### src/pkg/framer_pkg.sv
// Constants, character codes and helper functions for the field reading sentence framer
package framer_pkg;
	// ********************
	// Timing
	// ********************
	localparam int CLK_HZ = 125_000_000;
	localparam int SENTENCE_HZ = 20;
	localparam int BAUD = 9600;
	localparam int TICK_CYCLES = CLK_HZ / SENTENCE_HZ;
	// Rounded down: 13020 cycles, 0.006 % fast, well inside UART tolerance
	localparam int BIT_CYCLES = CLK_HZ / BAUD;
	localparam int DATA_BITS = 8;
	localparam int STOP_BITS = 1;
	localparam int FRAME_BITS = 1 + DATA_BITS + STOP_BITS;
	// Rotor pulse spacing window, plain defaults
	localparam int ROTOR_MIN_CYCLES = 1_000_000;
	localparam int ROTOR_MAX_CYCLES = 1_500_000;
	// ********************
	// Sentence layout
	// ********************
	localparam logic [11:0] FIELD_LIMIT = 12'h7d0;
	localparam logic [3:0] IDX_DOLLAR = 4'h0;
	localparam logic [3:0] IDX_SIGN = 4'h1;
	localparam logic [3:0] IDX_TENS = 4'h2;
	localparam logic [3:0] IDX_ONES = 4'h3;
	localparam logic [3:0] IDX_DOT = 4'h4;
	localparam logic [3:0] IDX_TENTHS = 4'h5;
	localparam logic [3:0] IDX_HUNDS = 4'h6;
	localparam logic [3:0] IDX_COMMA = 4'h7;
	localparam logic [3:0] IDX_FAULT = 4'h8;
	localparam logic [3:0] IDX_STAR = 4'h9;
	localparam logic [3:0] IDX_CS_HI = 4'ha;
	localparam logic [3:0] IDX_CS_LO = 4'hb;
	localparam logic [3:0] IDX_CR = 4'hc;
	localparam logic [3:0] IDX_LF = 4'hd;
	localparam logic [7:0] CH_DOLLAR = 8'h24;
	localparam logic [7:0] CH_PLUS = 8'h2b;
	localparam logic [7:0] CH_MINUS = 8'h2d;
	localparam logic [7:0] CH_DOT = 8'h2e;
	localparam logic [7:0] CH_COMMA = 8'h2c;
	localparam logic [7:0] CH_STAR = 8'h2a;
	localparam logic [7:0] CH_CR = 8'h0d;
	localparam logic [7:0] CH_LF = 8'h0a;
	localparam logic [7:0] CH_ZERO = 8'h30;
	localparam logic [7:0] CH_ONE = 8'h31;
	localparam logic [7:0] CH_ALPHA = 8'h37;
	localparam logic [3:0] NINE = 4'h9;

	// Upper-case hex digit
	function automatic logic [7:0] hex_char(input logic [3:0] n);
		hex_char = (n > NINE) ? (CH_ALPHA + {4'h0, n}) : (CH_ZERO + {4'h0, n});
	endfunction : hex_char

	// Checksum step; swap this when the real algorithm is confirmed on captured traffic
	function automatic logic [7:0] csum_step(input logic [7:0] acc, input logic [7:0] ch);
		csum_step = acc ^ ch;
	endfunction : csum_step
endpackage : framer_pkg

### src/hw/sentence_framer.sv
// Field reading sentence framer with character FIFO and 8N1 serial transmitter
`timescale 1ns/1ns

// ********************
// Character FIFO
// ********************
module char_fifo #(
	parameter int WIDTH = 8,
	parameter int DEPTH = 8
) (
	input wire logic clk,
	input wire logic reset_n,
	input wire logic in_valid,
	output logic in_ready,
	input wire logic [WIDTH-1:0] in_data,
	output logic out_valid,
	input wire logic out_ready,
	output logic [WIDTH-1:0] out_data
);
	localparam int AW = (DEPTH > 1) ? $clog2(DEPTH) : 1;
	localparam int CW = $clog2(DEPTH + 1);
	logic [WIDTH-1:0] mem [DEPTH];
	logic [AW-1:0] wr_ptr;
	logic [AW-1:0] rd_ptr;
	logic [CW-1:0] count;
	wire do_push = in_valid && in_ready;
	wire do_pop = out_valid && out_ready;

	generate
		if (DEPTH < 2 || (DEPTH & (DEPTH - 1)) != 0) begin : g_bad_depth
			$error("char_fifo depth must be a power of two, at least 2");
		end
	endgenerate

	assign in_ready = count != CW'(DEPTH);
	assign out_valid = count != '0;
	assign out_data = mem[rd_ptr];

	always_ff @(posedge clk) begin
		if (do_push) begin
			mem[wr_ptr] <= in_data;
		end
	end

	always_ff @(posedge clk or negedge reset_n) begin
		if (!reset_n) begin
			wr_ptr <= '0;
			rd_ptr <= '0;
			count <= '0;
		end else begin
			if (do_push) wr_ptr <= wr_ptr + AW'(1);
			if (do_pop) rd_ptr <= rd_ptr + AW'(1);
			if (do_push && !do_pop) count <= count + CW'(1);
			else if (do_pop && !do_push) count <= count - CW'(1);
		end
	end
endmodule : char_fifo

// ********************
// Sentence framer
// ********************
// How it works
// - A new sentence starts on each of twenty evenly spaced ticks per second.
// - Every character leaves as one start bit, eight data bits, one stop bit, 9600 baud.
// - Sentence opens with a dollar sign, then plus or minus for field polarity.
// - Magnitude follows as two digits, a point, two digits, from 00.00 to 20.00.
// - Field is taken in hundredths of kV/m and clamped to plus or minus twenty.
// - A comma then one fault digit: zero normal, one rotor fault.
// - Rotor pulse spacing is watched all the time; outside the window flags a fault.
// - An asterisk then the checksum as two upper-case hex characters.
// - Every sentence ends with carriage return immediately followed by line feed.
module sentence_framer
	import framer_pkg::*;
#(
	parameter int TICK_PERIOD = TICK_CYCLES,
	parameter int BIT_PERIOD = BIT_CYCLES,
	parameter int ROTOR_MIN = ROTOR_MIN_CYCLES,
	parameter int ROTOR_MAX = ROTOR_MAX_CYCLES,
	parameter int FIFO_DEPTH = 8
) (
	input wire logic clk,
	input wire logic reset_n,
	input wire logic signed [15:0] field_value,
	input wire logic rotor_pulse,
	output logic serial_out,
	output logic rotor_fault
);
	typedef enum logic {build_idle, build_send} build_e;

	generate
		if (TICK_PERIOD < 2 || BIT_PERIOD < 2 || ROTOR_MIN >= ROTOR_MAX) begin : g_bad_param
			$error("sentence_framer: bad timing parameters");
		end
	endgenerate

	// ********************
	// Sentence tick
	// ********************
	logic [31:0] tick_cnt;
	wire tick = tick_cnt == 32'(TICK_PERIOD - 1);

	always_ff @(posedge clk or negedge reset_n) begin
		if (!reset_n) tick_cnt <= '0;
		else tick_cnt <= tick ? '0 : tick_cnt + 32'd1;
	end

	// ********************
	// Rotor monitor
	// ********************
	logic rot_s1;
	logic rot_s2;
	logic rot_s3;
	logic [31:0] rot_cnt;
	wire rot_edge = rot_s2 && !rot_s3;
	wire rot_over = rot_cnt > 32'(ROTOR_MAX);
	wire rot_under = rot_cnt < 32'(ROTOR_MIN);

	always_ff @(posedge clk or negedge reset_n) begin
		if (!reset_n) begin
			rot_s1 <= 1'b0;
			rot_s2 <= 1'b0;
			rot_s3 <= 1'b0;
			rot_cnt <= '0;
			rotor_fault <= 1'b0;
		end else begin
			rot_s1 <= rotor_pulse;
			rot_s2 <= rot_s1;
			rot_s3 <= rot_s2;
			// A stalled rotor gives no edges, so overflow alone must raise the fault
			if (rot_edge) begin
				rot_cnt <= '0;
				rotor_fault <= rot_under || rot_over;
			end else if (rot_over) begin
				rotor_fault <= 1'b1;
			end else begin
				rot_cnt <= rot_cnt + 32'd1;
			end
		end
	end

	// ********************
	// Sentence builder
	// ********************
	build_e state;
	build_e next_state;
	logic [3:0] idx;
	logic neg;
	logic fault_snap;
	logic [11:0] mag;
	logic [7:0] csum;
	logic [7:0] push_data;
	logic push_ready;
	wire push_valid = state == build_send;
	wire push_fire = push_valid && push_ready;
	wire in_neg = field_value[15];
	wire [15:0] abs_val = in_neg ? 16'(-field_value) : 16'(field_value);
	wire [11:0] clamped = (abs_val > {4'h0, FIELD_LIMIT}) ? FIELD_LIMIT : abs_val[11:0];
	wire [3:0] d_tens = 4'(mag / 12'd1000);
	wire [3:0] d_ones = 4'((mag / 12'd100) % 12'd10);
	wire [3:0] d_tenths = 4'((mag / 12'd10) % 12'd10);
	wire [3:0] d_hunds = 4'(mag % 12'd10);
	wire csum_span = idx >= IDX_SIGN && idx <= IDX_FAULT;

	always_comb begin
		unique case (idx)
			IDX_DOLLAR: push_data = CH_DOLLAR;
			IDX_SIGN: push_data = neg ? CH_MINUS : CH_PLUS;
			IDX_TENS: push_data = hex_char(d_tens);
			IDX_ONES: push_data = hex_char(d_ones);
			IDX_DOT: push_data = CH_DOT;
			IDX_TENTHS: push_data = hex_char(d_tenths);
			IDX_HUNDS: push_data = hex_char(d_hunds);
			IDX_COMMA: push_data = CH_COMMA;
			IDX_FAULT: push_data = fault_snap ? CH_ONE : CH_ZERO;
			IDX_STAR: push_data = CH_STAR;
			IDX_CS_HI: push_data = hex_char(csum[7:4]);
			IDX_CS_LO: push_data = hex_char(csum[3:0]);
			IDX_CR: push_data = CH_CR;
			IDX_LF: push_data = CH_LF;
			default: push_data = CH_LF;
		endcase
	end

	assign next_state = (state == build_idle && tick) ? build_send :
		(push_fire && idx == IDX_LF) ? build_idle : state;

	always_ff @(posedge clk or negedge reset_n) begin
		if (!reset_n) begin
			state <= build_idle;
			idx <= IDX_DOLLAR;
			neg <= 1'b0;
			fault_snap <= 1'b0;
			mag <= '0;
			csum <= '0;
		end else begin
			state <= next_state;
			// Fields are frozen at the tick so a sentence never mixes two readings
			if (state == build_idle && tick) begin
				idx <= IDX_DOLLAR;
				neg <= in_neg && clamped != '0;
				mag <= clamped;
				fault_snap <= rotor_fault;
				csum <= '0;
			end else if (push_fire) begin
				idx <= (idx == IDX_LF) ? IDX_DOLLAR : idx + 4'h1;
				if (csum_span) csum <= csum_step(csum, push_data);
			end
		end
	end

	// ********************
	// FIFO and serial transmitter
	// ********************
	logic tx_busy;
	logic [31:0] baud_cnt;
	logic [3:0] bit_idx;
	logic [FRAME_BITS-1:0] shift;
	logic fifo_valid;
	logic [7:0] fifo_data;
	wire tx_load = fifo_valid && !tx_busy;
	wire baud_end = baud_cnt == 32'(BIT_PERIOD - 1);
	wire last_bit = bit_idx == 4'(FRAME_BITS - 1);

	char_fifo #(.WIDTH(8), .DEPTH(FIFO_DEPTH)) u_fifo (
		.clk(clk),
		.reset_n(reset_n),
		.in_valid(push_valid),
		.in_ready(push_ready),
		.in_data(push_data),
		.out_valid(fifo_valid),
		.out_ready(!tx_busy),
		.out_data(fifo_data)
	);

	assign serial_out = shift[0];

	always_ff @(posedge clk or negedge reset_n) begin
		if (!reset_n) begin
			tx_busy <= 1'b0;
			baud_cnt <= '0;
			bit_idx <= '0;
			shift <= '1;
		end else if (tx_load) begin
			tx_busy <= 1'b1;
			baud_cnt <= '0;
			bit_idx <= '0;
			shift <= {{STOP_BITS{1'b1}}, fifo_data, 1'b0};
		end else if (tx_busy) begin
			baud_cnt <= baud_end ? '0 : baud_cnt + 32'd1;
			if (baud_end) begin
				shift <= {1'b1, shift[FRAME_BITS-1:1]};
				bit_idx <= bit_idx + 4'h1;
				if (last_bit) tx_busy <= 1'b0;
			end
		end
	end
endmodule : sentence_framer

### config.mk
export PLATFORM = sky130hd
export DESIGN_NAME = sentence_framer
export DESIGN_NICKNAME = d
export VERILOG_FILES = /design/src/pkg/framer_pkg.sv /design/src/hw/sentence_framer.sv
export SDC_FILE = /design/constraint.sdc
export NUM_CORES = 1
export LEC_CHECK = 0
export ABC_AREA = 1
export BUFFER_PORTS_ARGS = -buffer_cell sky130_fd_sc_hd__clkbuf_2
export CORE_MARGIN = 4
export CORE_UTILIZATION = 30
export DETAILED_ROUTE_END_ITERATION = 6
export GPL_ROUTABILITY_DRIVEN = 0
export SLEW_MARGIN = 10
export SYNTH_ARGS = -nofsm -noshare
export SYNTH_HDL_FRONTEND = slang
export SYNTH_SLANG_ARGS = --single-unit
### constraint.sdc
create_clock -name clk -period 5.6 [get_ports clk]
set_clock_uncertainty 0.15 [all_clocks]
set_input_delay 0.56 -clock clk [delete_from_list [all_inputs] [get_ports clk]]
set_output_delay 0.56 -clock clk [all_outputs]
set_load 0.01 [all_outputs]
Yosys cells after proc, flatten, opt, wreduce, memory -nomap -nowiden
Memory sizes are Yosys's and may differ from the RTL's.
Index checks and enable logic that the tools add are counted.
W data, S select, Z words.
{"block": "totals", "ff_bits": 152, "ram_bits": 56, "input_bits": 19, "n_memories": 1}
{"memory": "u_fifo.mem", "depth": 8, "width": 7, "read_ports": 1, "rd_clocked_by_memory_dff": 0, "wr": 1, "line_no": "sentence_framer.sv:22", "source": "logic [WIDTH-1:0] mem [DEPTH];"}
{"block": "classes", "n_addsub": 22, "n_div": 6, "magnitude_cmp": 11, "n_eq_ne": 18, "n_mux": 41, "n_bitwise": 2, "reduce_logical": 26}
{"cell": "$mux W32", "count": 6}
{"cell": "$add A32 B1 Y32 const B", "count": 3}
{"cell": "$pmux W7 S13", "count": 1}
{"cell": "$add A6 B4 Y7 const A", "count": 12}
{"cell": "$mux W7", "count": 6}
{"cell": "$mod A12 B4 Y12 const B", "count": 3}
{"cell": "$eq A32 B14 Y1 const B", "count": 1}
{"cell": "$eq A32 B23 Y1 const B", "count": 1}
{"cell": "$gt A32 B21 Y1 const B", "count": 1}
{"cell": "$lt A32 B20 Y1 const B", "count": 1}
{"cell": "$mux W4", "count": 8}
{"cell": "$mux W10", "count": 3}
{"cell": "$eq A4 B4 Y1 const B", "count": 7}
{"cell": "$gt A4 B4 Y1 const B", "count": 6}
{"cell": "$mux W8", "count": 3}
{"cell": "$eq A4 B3 Y1 const B", "count": 4}
{"cell": "$gt A16 B11 Y1 const B", "count": 1}
{"cell": "$mux W16", "count": 1}
{"cell": "$neg A16 Y16", "count": 1}
{"cell": "$reduce_bool A2 Y1", "count": 7}
{"cell": "$add A4 B1 Y4 const B", "count": 3}
{"cell": "$div A12 B10 Y12 const B", "count": 1}
{"cell": "$div A12 B4 Y12 const B", "count": 1}
{"cell": "$div A12 B7 Y12 const B", "count": 1}
{"cell": "20 further kinds", "count": 44}

Logic depth before layout (Yosys ltp)
{"block": "logic_depth", "word_depth": 9, "depth_mapped": 60}

Modules after synthesis
From an unflattened synthesis, not the netlist that was laid out.
{"block": "unflattened", "cells_unflattened": 1704, "area_unflattened_um2": 12982.5}
{"module": "sentence_framer", "n_inst": 1, "cells_each": 1410, "area_per_inst_um2": 9799.4, "seq_area_each_um2": 3514.6}
{"module": "char_fifo", "n_inst": 1, "cells_each": 294, "area_per_inst_um2": 3183.1, "seq_area_each_um2": 2172.1}

Least setup slack after synthesis
Ideal clock, no wire load.
{"block": "synth_path", "path_kind": "register to register", "startpoint": "register mag[11]", "endpoint": "register csum[5]", "arrival_ns": 4.759, "t_required_ns": 5.331, "slack_ns": 0.572, "path_stages_with_launch": 54, "period_less_slack_ns": 5.028, "cell_sequence": "dfrtp_1 buf_4 inv_2 nand2_1 nand3_2 nand2_2 nand2_2 nand2_1 nand2_1 nand2_2 nand2_2 nand2_1 nand2_2 inv_2 nand2_4 nand2_4 nand2_2 nand2_2 [... 18 more ...] nand2_4 nand2_4 nor2_4 nand3_2 nand3_1 nand2_2 nand2_2 nand2_2 nand2_1 nand2_1 ha_1 or2_2 nand3_2 nand2_2 nand2_2 nand3_1 a21oi_1 nor2_1"}
{"block": "synth_via", "elab_chain_cells": 9}
{"element": "start, declared", "line_no": "sentence_framer.sv:149", "source": "logic [11:0] mag;"}
{"element": "start signal, assigned", "line_no": "sentence_framer.sv:201", "source": "mag <= clamped;"}
{"element": "$div A12 B4 Y12 / $div A12 B7 Y12 (equally long branches)", "line_no": "sentence_framer.sv:160, sentence_framer.sv:159"}
{"element": "$mod A12 B4 Y12, on equally long branches", "line_no": "sentence_framer.sv:160, sentence_framer.sv:159"}
{"element": "$add A6 B4 Y7 / $gt A4 B4 Y1 (equally long branches)", "line_no": "framer_pkg.sv:51", "source": "hex_char = (n > NINE) ? (CH_ALPHA + {4'h0, n}) : (CH_ZERO + {4'h0, n});"}
{"element": "$mux W7", "line_no": "framer_pkg.sv:51"}
{"element": "$pmux W7 S13 *", "line_no": "sentence_framer.sv:165", "source": "unique case (idx)"}
{"element": "via push_data[5]", "line_no": "sentence_framer.sv:151", "source": "logic [7:0] push_data;"}
{"element": "$xor A8 B8 Y8 *", "line_no": "framer_pkg.sv:56", "source": "csum_step = acc ^ ch;"}
{"element": "$mux W8 *", "line_no": "sentence_framer.sv:206", "source": "if (csum_span) csum <= csum_step(csum, push_data);"}
{"element": "$mux W8 *", "line_no": "sentence_framer.sv:204", "source": "end else if (push_fire) begin"}
{"element": "$mux W8 *", "line_no": "sentence_framer.sv:198", "source": "if (state == build_idle && tick) begin"}
{"element": "end signal, assigned", "line_no": "sentence_framer.sv:206"}
{"element": "end, declared", "line_no": "sentence_framer.sv:150", "source": "logic [7:0] csum;"}
Mark *: on every way through the listed nets, which the timed path passes. The rest lies on a longest branch. The select of a mux whose other input is x is not followed.
A chain may end at the register's enable or synchronous reset.

Final worst setup path
{"block": "layout_path", "startpoint": "register mag[9]", "endpoint": "register csum[3]"}
The elaborated chain is that of the path after synthesis.

==> impl_metrics.yaml <==
logic_synthesis:
  synth_area_leaders: "dfrtp_1, edfxtp_1, nand2_1"
  synth_top_family_by_area: "simple AND/OR/NAND/NOR gates"
  avgSynthCellArea_um2: 7.79
  synth_edf_count: 56
  synthSimpleGateAreaFrac_pct: 28.4
  ys_seq_elements: 206
  yosysTopAreaCell: "dfrtp_1"
  synth_mux_area_share_pct: 1.21
  synth_nets: 1652
  synthAdderAreaFrac_pct: 2.96
  syn_inst: 1604
  async_flop_share_pct: 72.8
  synth_warnings: 0
  synth_area_um2: 12500
  yosysTopAreaCellShare_pct: 28.2
  synth_xor_area_share_pct: 2.71
  ys.flop_type: "dfrtp_1"
  synth_compound_area_share_pct: 12.4
  ys_types: 63
  synth-seq-area-share_pct: 43.6
critical_path:
  cp.arrival_ns: 5.83
  cp_common_cell: "nand2_4"
  startpoint: "mag[9]"
  critPathSlowestCell: "dfrtp_2"
  slowest_delay_ns: 0.47
  r2r-start: "mag[9]"
  crit_fanout: 5
  crit_path_end_kind: "register"
  critPathLaunchType: "register"
  required_ns: 5.89
  path_buf_inv: 8
  cpLargestDelayFamily: "simple AND/OR/NAND/NOR gates"
  critPathKind: "register to register"
pwr:
  peakVddDrop_v: 0.000198
  powerDensity_nw_per_um2: 218
  leakagePower_nw: 6.43
die:
  start_util_pct: 30.5
  die_area_um2: 45000
  die_w_um: 212
  die_h_um: 212
  rows: 74
  coreArea_um2: 41000
  ios: 21
route:
  finalWirelength_um: 28900
  first_iter_violations: 618
  vias_per_cell: 4.84
  postRouteAntennaNets: 0
  drc: 0
  via_count: 10700
  wl_per_cell_um: 13.1
  drt-pass1-iter-count: 6
finish:
  drive_above_1_share_pct: 16.8
  fin_nets: 1703
  final_common_cell: "nand2_1"
  diodes: 0
  syn_to_final_growth_pct: 19.2
  layout_common_cells: "nand2_1, inv_1, nor2_1"
  final_util_pct: 36.3
  fin_cells: 2204
clock_network:
  insertion_delay_ns: 0.52
  path_clk_slew_ns: 0.06
  cts_buffers: 23
  cts_max_level: 1
  cts-root-buf: "clkbuf_16"
  tritoncts: "built"
  clock-sinks: 206
  ctsLongestPathBuffers: 3
global_routing:
  grt_max_degree: 93
  grt-ovfl-total: 0
  grt_pass1_vias: 10200
  track_usage_pct: 12.2
  antenna_found_initial: 0
  grt_pass1_wl_um: 47300
placement:
  dp_cells: 2138
  place_ws_ns: -0.122
  portBuffers: 20
  dp_hpwl_um: 19600
status:
  outcome: "finished with violations"
  violations: "negative hold slack"
sta:
  whs_ns: -0.0260
  min_period_ns: 5.53
  slew_violations: 0
  fmax_mhz: 181
  period_share_pct: 98.8
  finalSetupTns_ns: 0
  tightest_slew_ns: 0.903
  finalHoldViolations: 5
  max_slew_margin_pct: 39.8
  layout_setup_ws_ns: 0.0657
  rsz0062_at_grt: "yes"
  setup_viol_count_final: 0
job:
  maxCapViolations: 0
hold_path:
  min_path_type: "input port to async pin"
-- what timing repair did --
item | CTS | global route
buffers inserted | 0 | 22
pin swaps | 0 | 57
endpoints found under the setup margin | 46 | 63
endpoints found under the hold margin | 1 | 0
gates resized for setup | 6 | 159
hold buffers | 1 | 0
gates cloned | 0 | 1
-- path summary, 6_finish.rpt --
path / to / slack (ns) / depth (start not counted)
setup / recovery: csum[3] / 0.07 / 57
hold / removal: baud_cnt[15] / -0.03 / 1
setup reg to reg: csum[3] / 0.07 / 57
hold reg to reg: rot_s2 / 0.21 / 0
max in group asynchronous: rot_cnt[3] / 3.99 / 2
min in group clk: rot_s2 / 0.21 / 0
-- metrics by stage --
step / power [W] / area (µm²)
after floorplan: 0.00170 / 12500
after global placement: 0.00176 / 13200
after detailed placement: 0.00176 / 13200
after CTS: 0.00325 / 14000
after global routing: 0.00338 / 14900
final: 0.00324 / 14900
-- cells by family after synthesis --
| kind of cell | after synthesis |
|---|---|
| flops | 206 |
| compound gates | 258 |
| xor+xnor | 37 |
| buf+inv | 289 |
| simple gates | 770 |
| mux | 15 |
| fa+ha+maj | 29 |
-- area by class of cell --
type	instances	area, µm²
clock inverter	15	136
tap	532	666
multi-input combinational	1110	6700
timing repair buffer	52	349
fill	4138	26100
inverter	262	1000
sequential	206	5450
clock buffer	27	591
-- power by group --
group	switching (W)	internal [W]	total, W
combinational	0.000139	0.0000723	0.000212
clock	0.000623	0.000851	0.00147
sequential	0.00000908	0.00155	0.00156
-- worst register-to-register path, delay by kind of cell (launching register included) --
family	cells	cell delay, ns
simple gates	48	4.13
fa+ha+maj	1	0.16
buf+inv	8	0.55
flops	1	0.47
-- Yosys cell counts (all sizes together) (6+ instances only) --
| cell type | count |
|---|---|
| nand2 | 337 |
| inv | 259 |
| or2 | 6 |
| xor2 | 29 |
| a31oi | 14 |
| o21ai | 96 |
| clkbuf | 25 |
| ha | 28 |
| xnor2 | 8 |
| nand4 | 36 |
| nor2 | 206 |
| dfstp | 9 |
| o221ai | 14 |
| o21a | 9 |
| edfxtp | 56 |
| o32ai | 6 |
| dfrtp | 141 |
| o22ai | 15 |
| a22oi | 7 |
| nor4 | 22 |
| nand3 | 113 |
| nor3 | 43 |
| mux2i | 14 |
| a21oi | 68 |
-- per-layer routing --
metal	track usage, %	routed length (µm)	vias to the layer above	part of all wire [%]
li1	-	-	5449	-
met1	15.9	13300	5033	46
met2	21.2	14000	146	49
met3	1.55	896	45	3.1
met4	3.76	702	0	2.4
met5	0	0	-	0
-- registers in the layout, indices dropped and copies added (netlist names) --
signal         flops
mag               12
u_fifo.rd_ptr      3
u_fifo.count       4
rot_s2             1
baud_cnt          32
tick_cnt          32
push_valid         1
rot_cnt           32
csum               7
rot_s1             1
shift              9
rot_s3             1
idx                4
u_fifo.mem        56
rotor_fault        1
fault_snap         1
tx_busy            1
u_fifo.wr_ptr      3
bit_idx            4
neg                1
No activity file was read; power rests on OpenSTA's default activity.
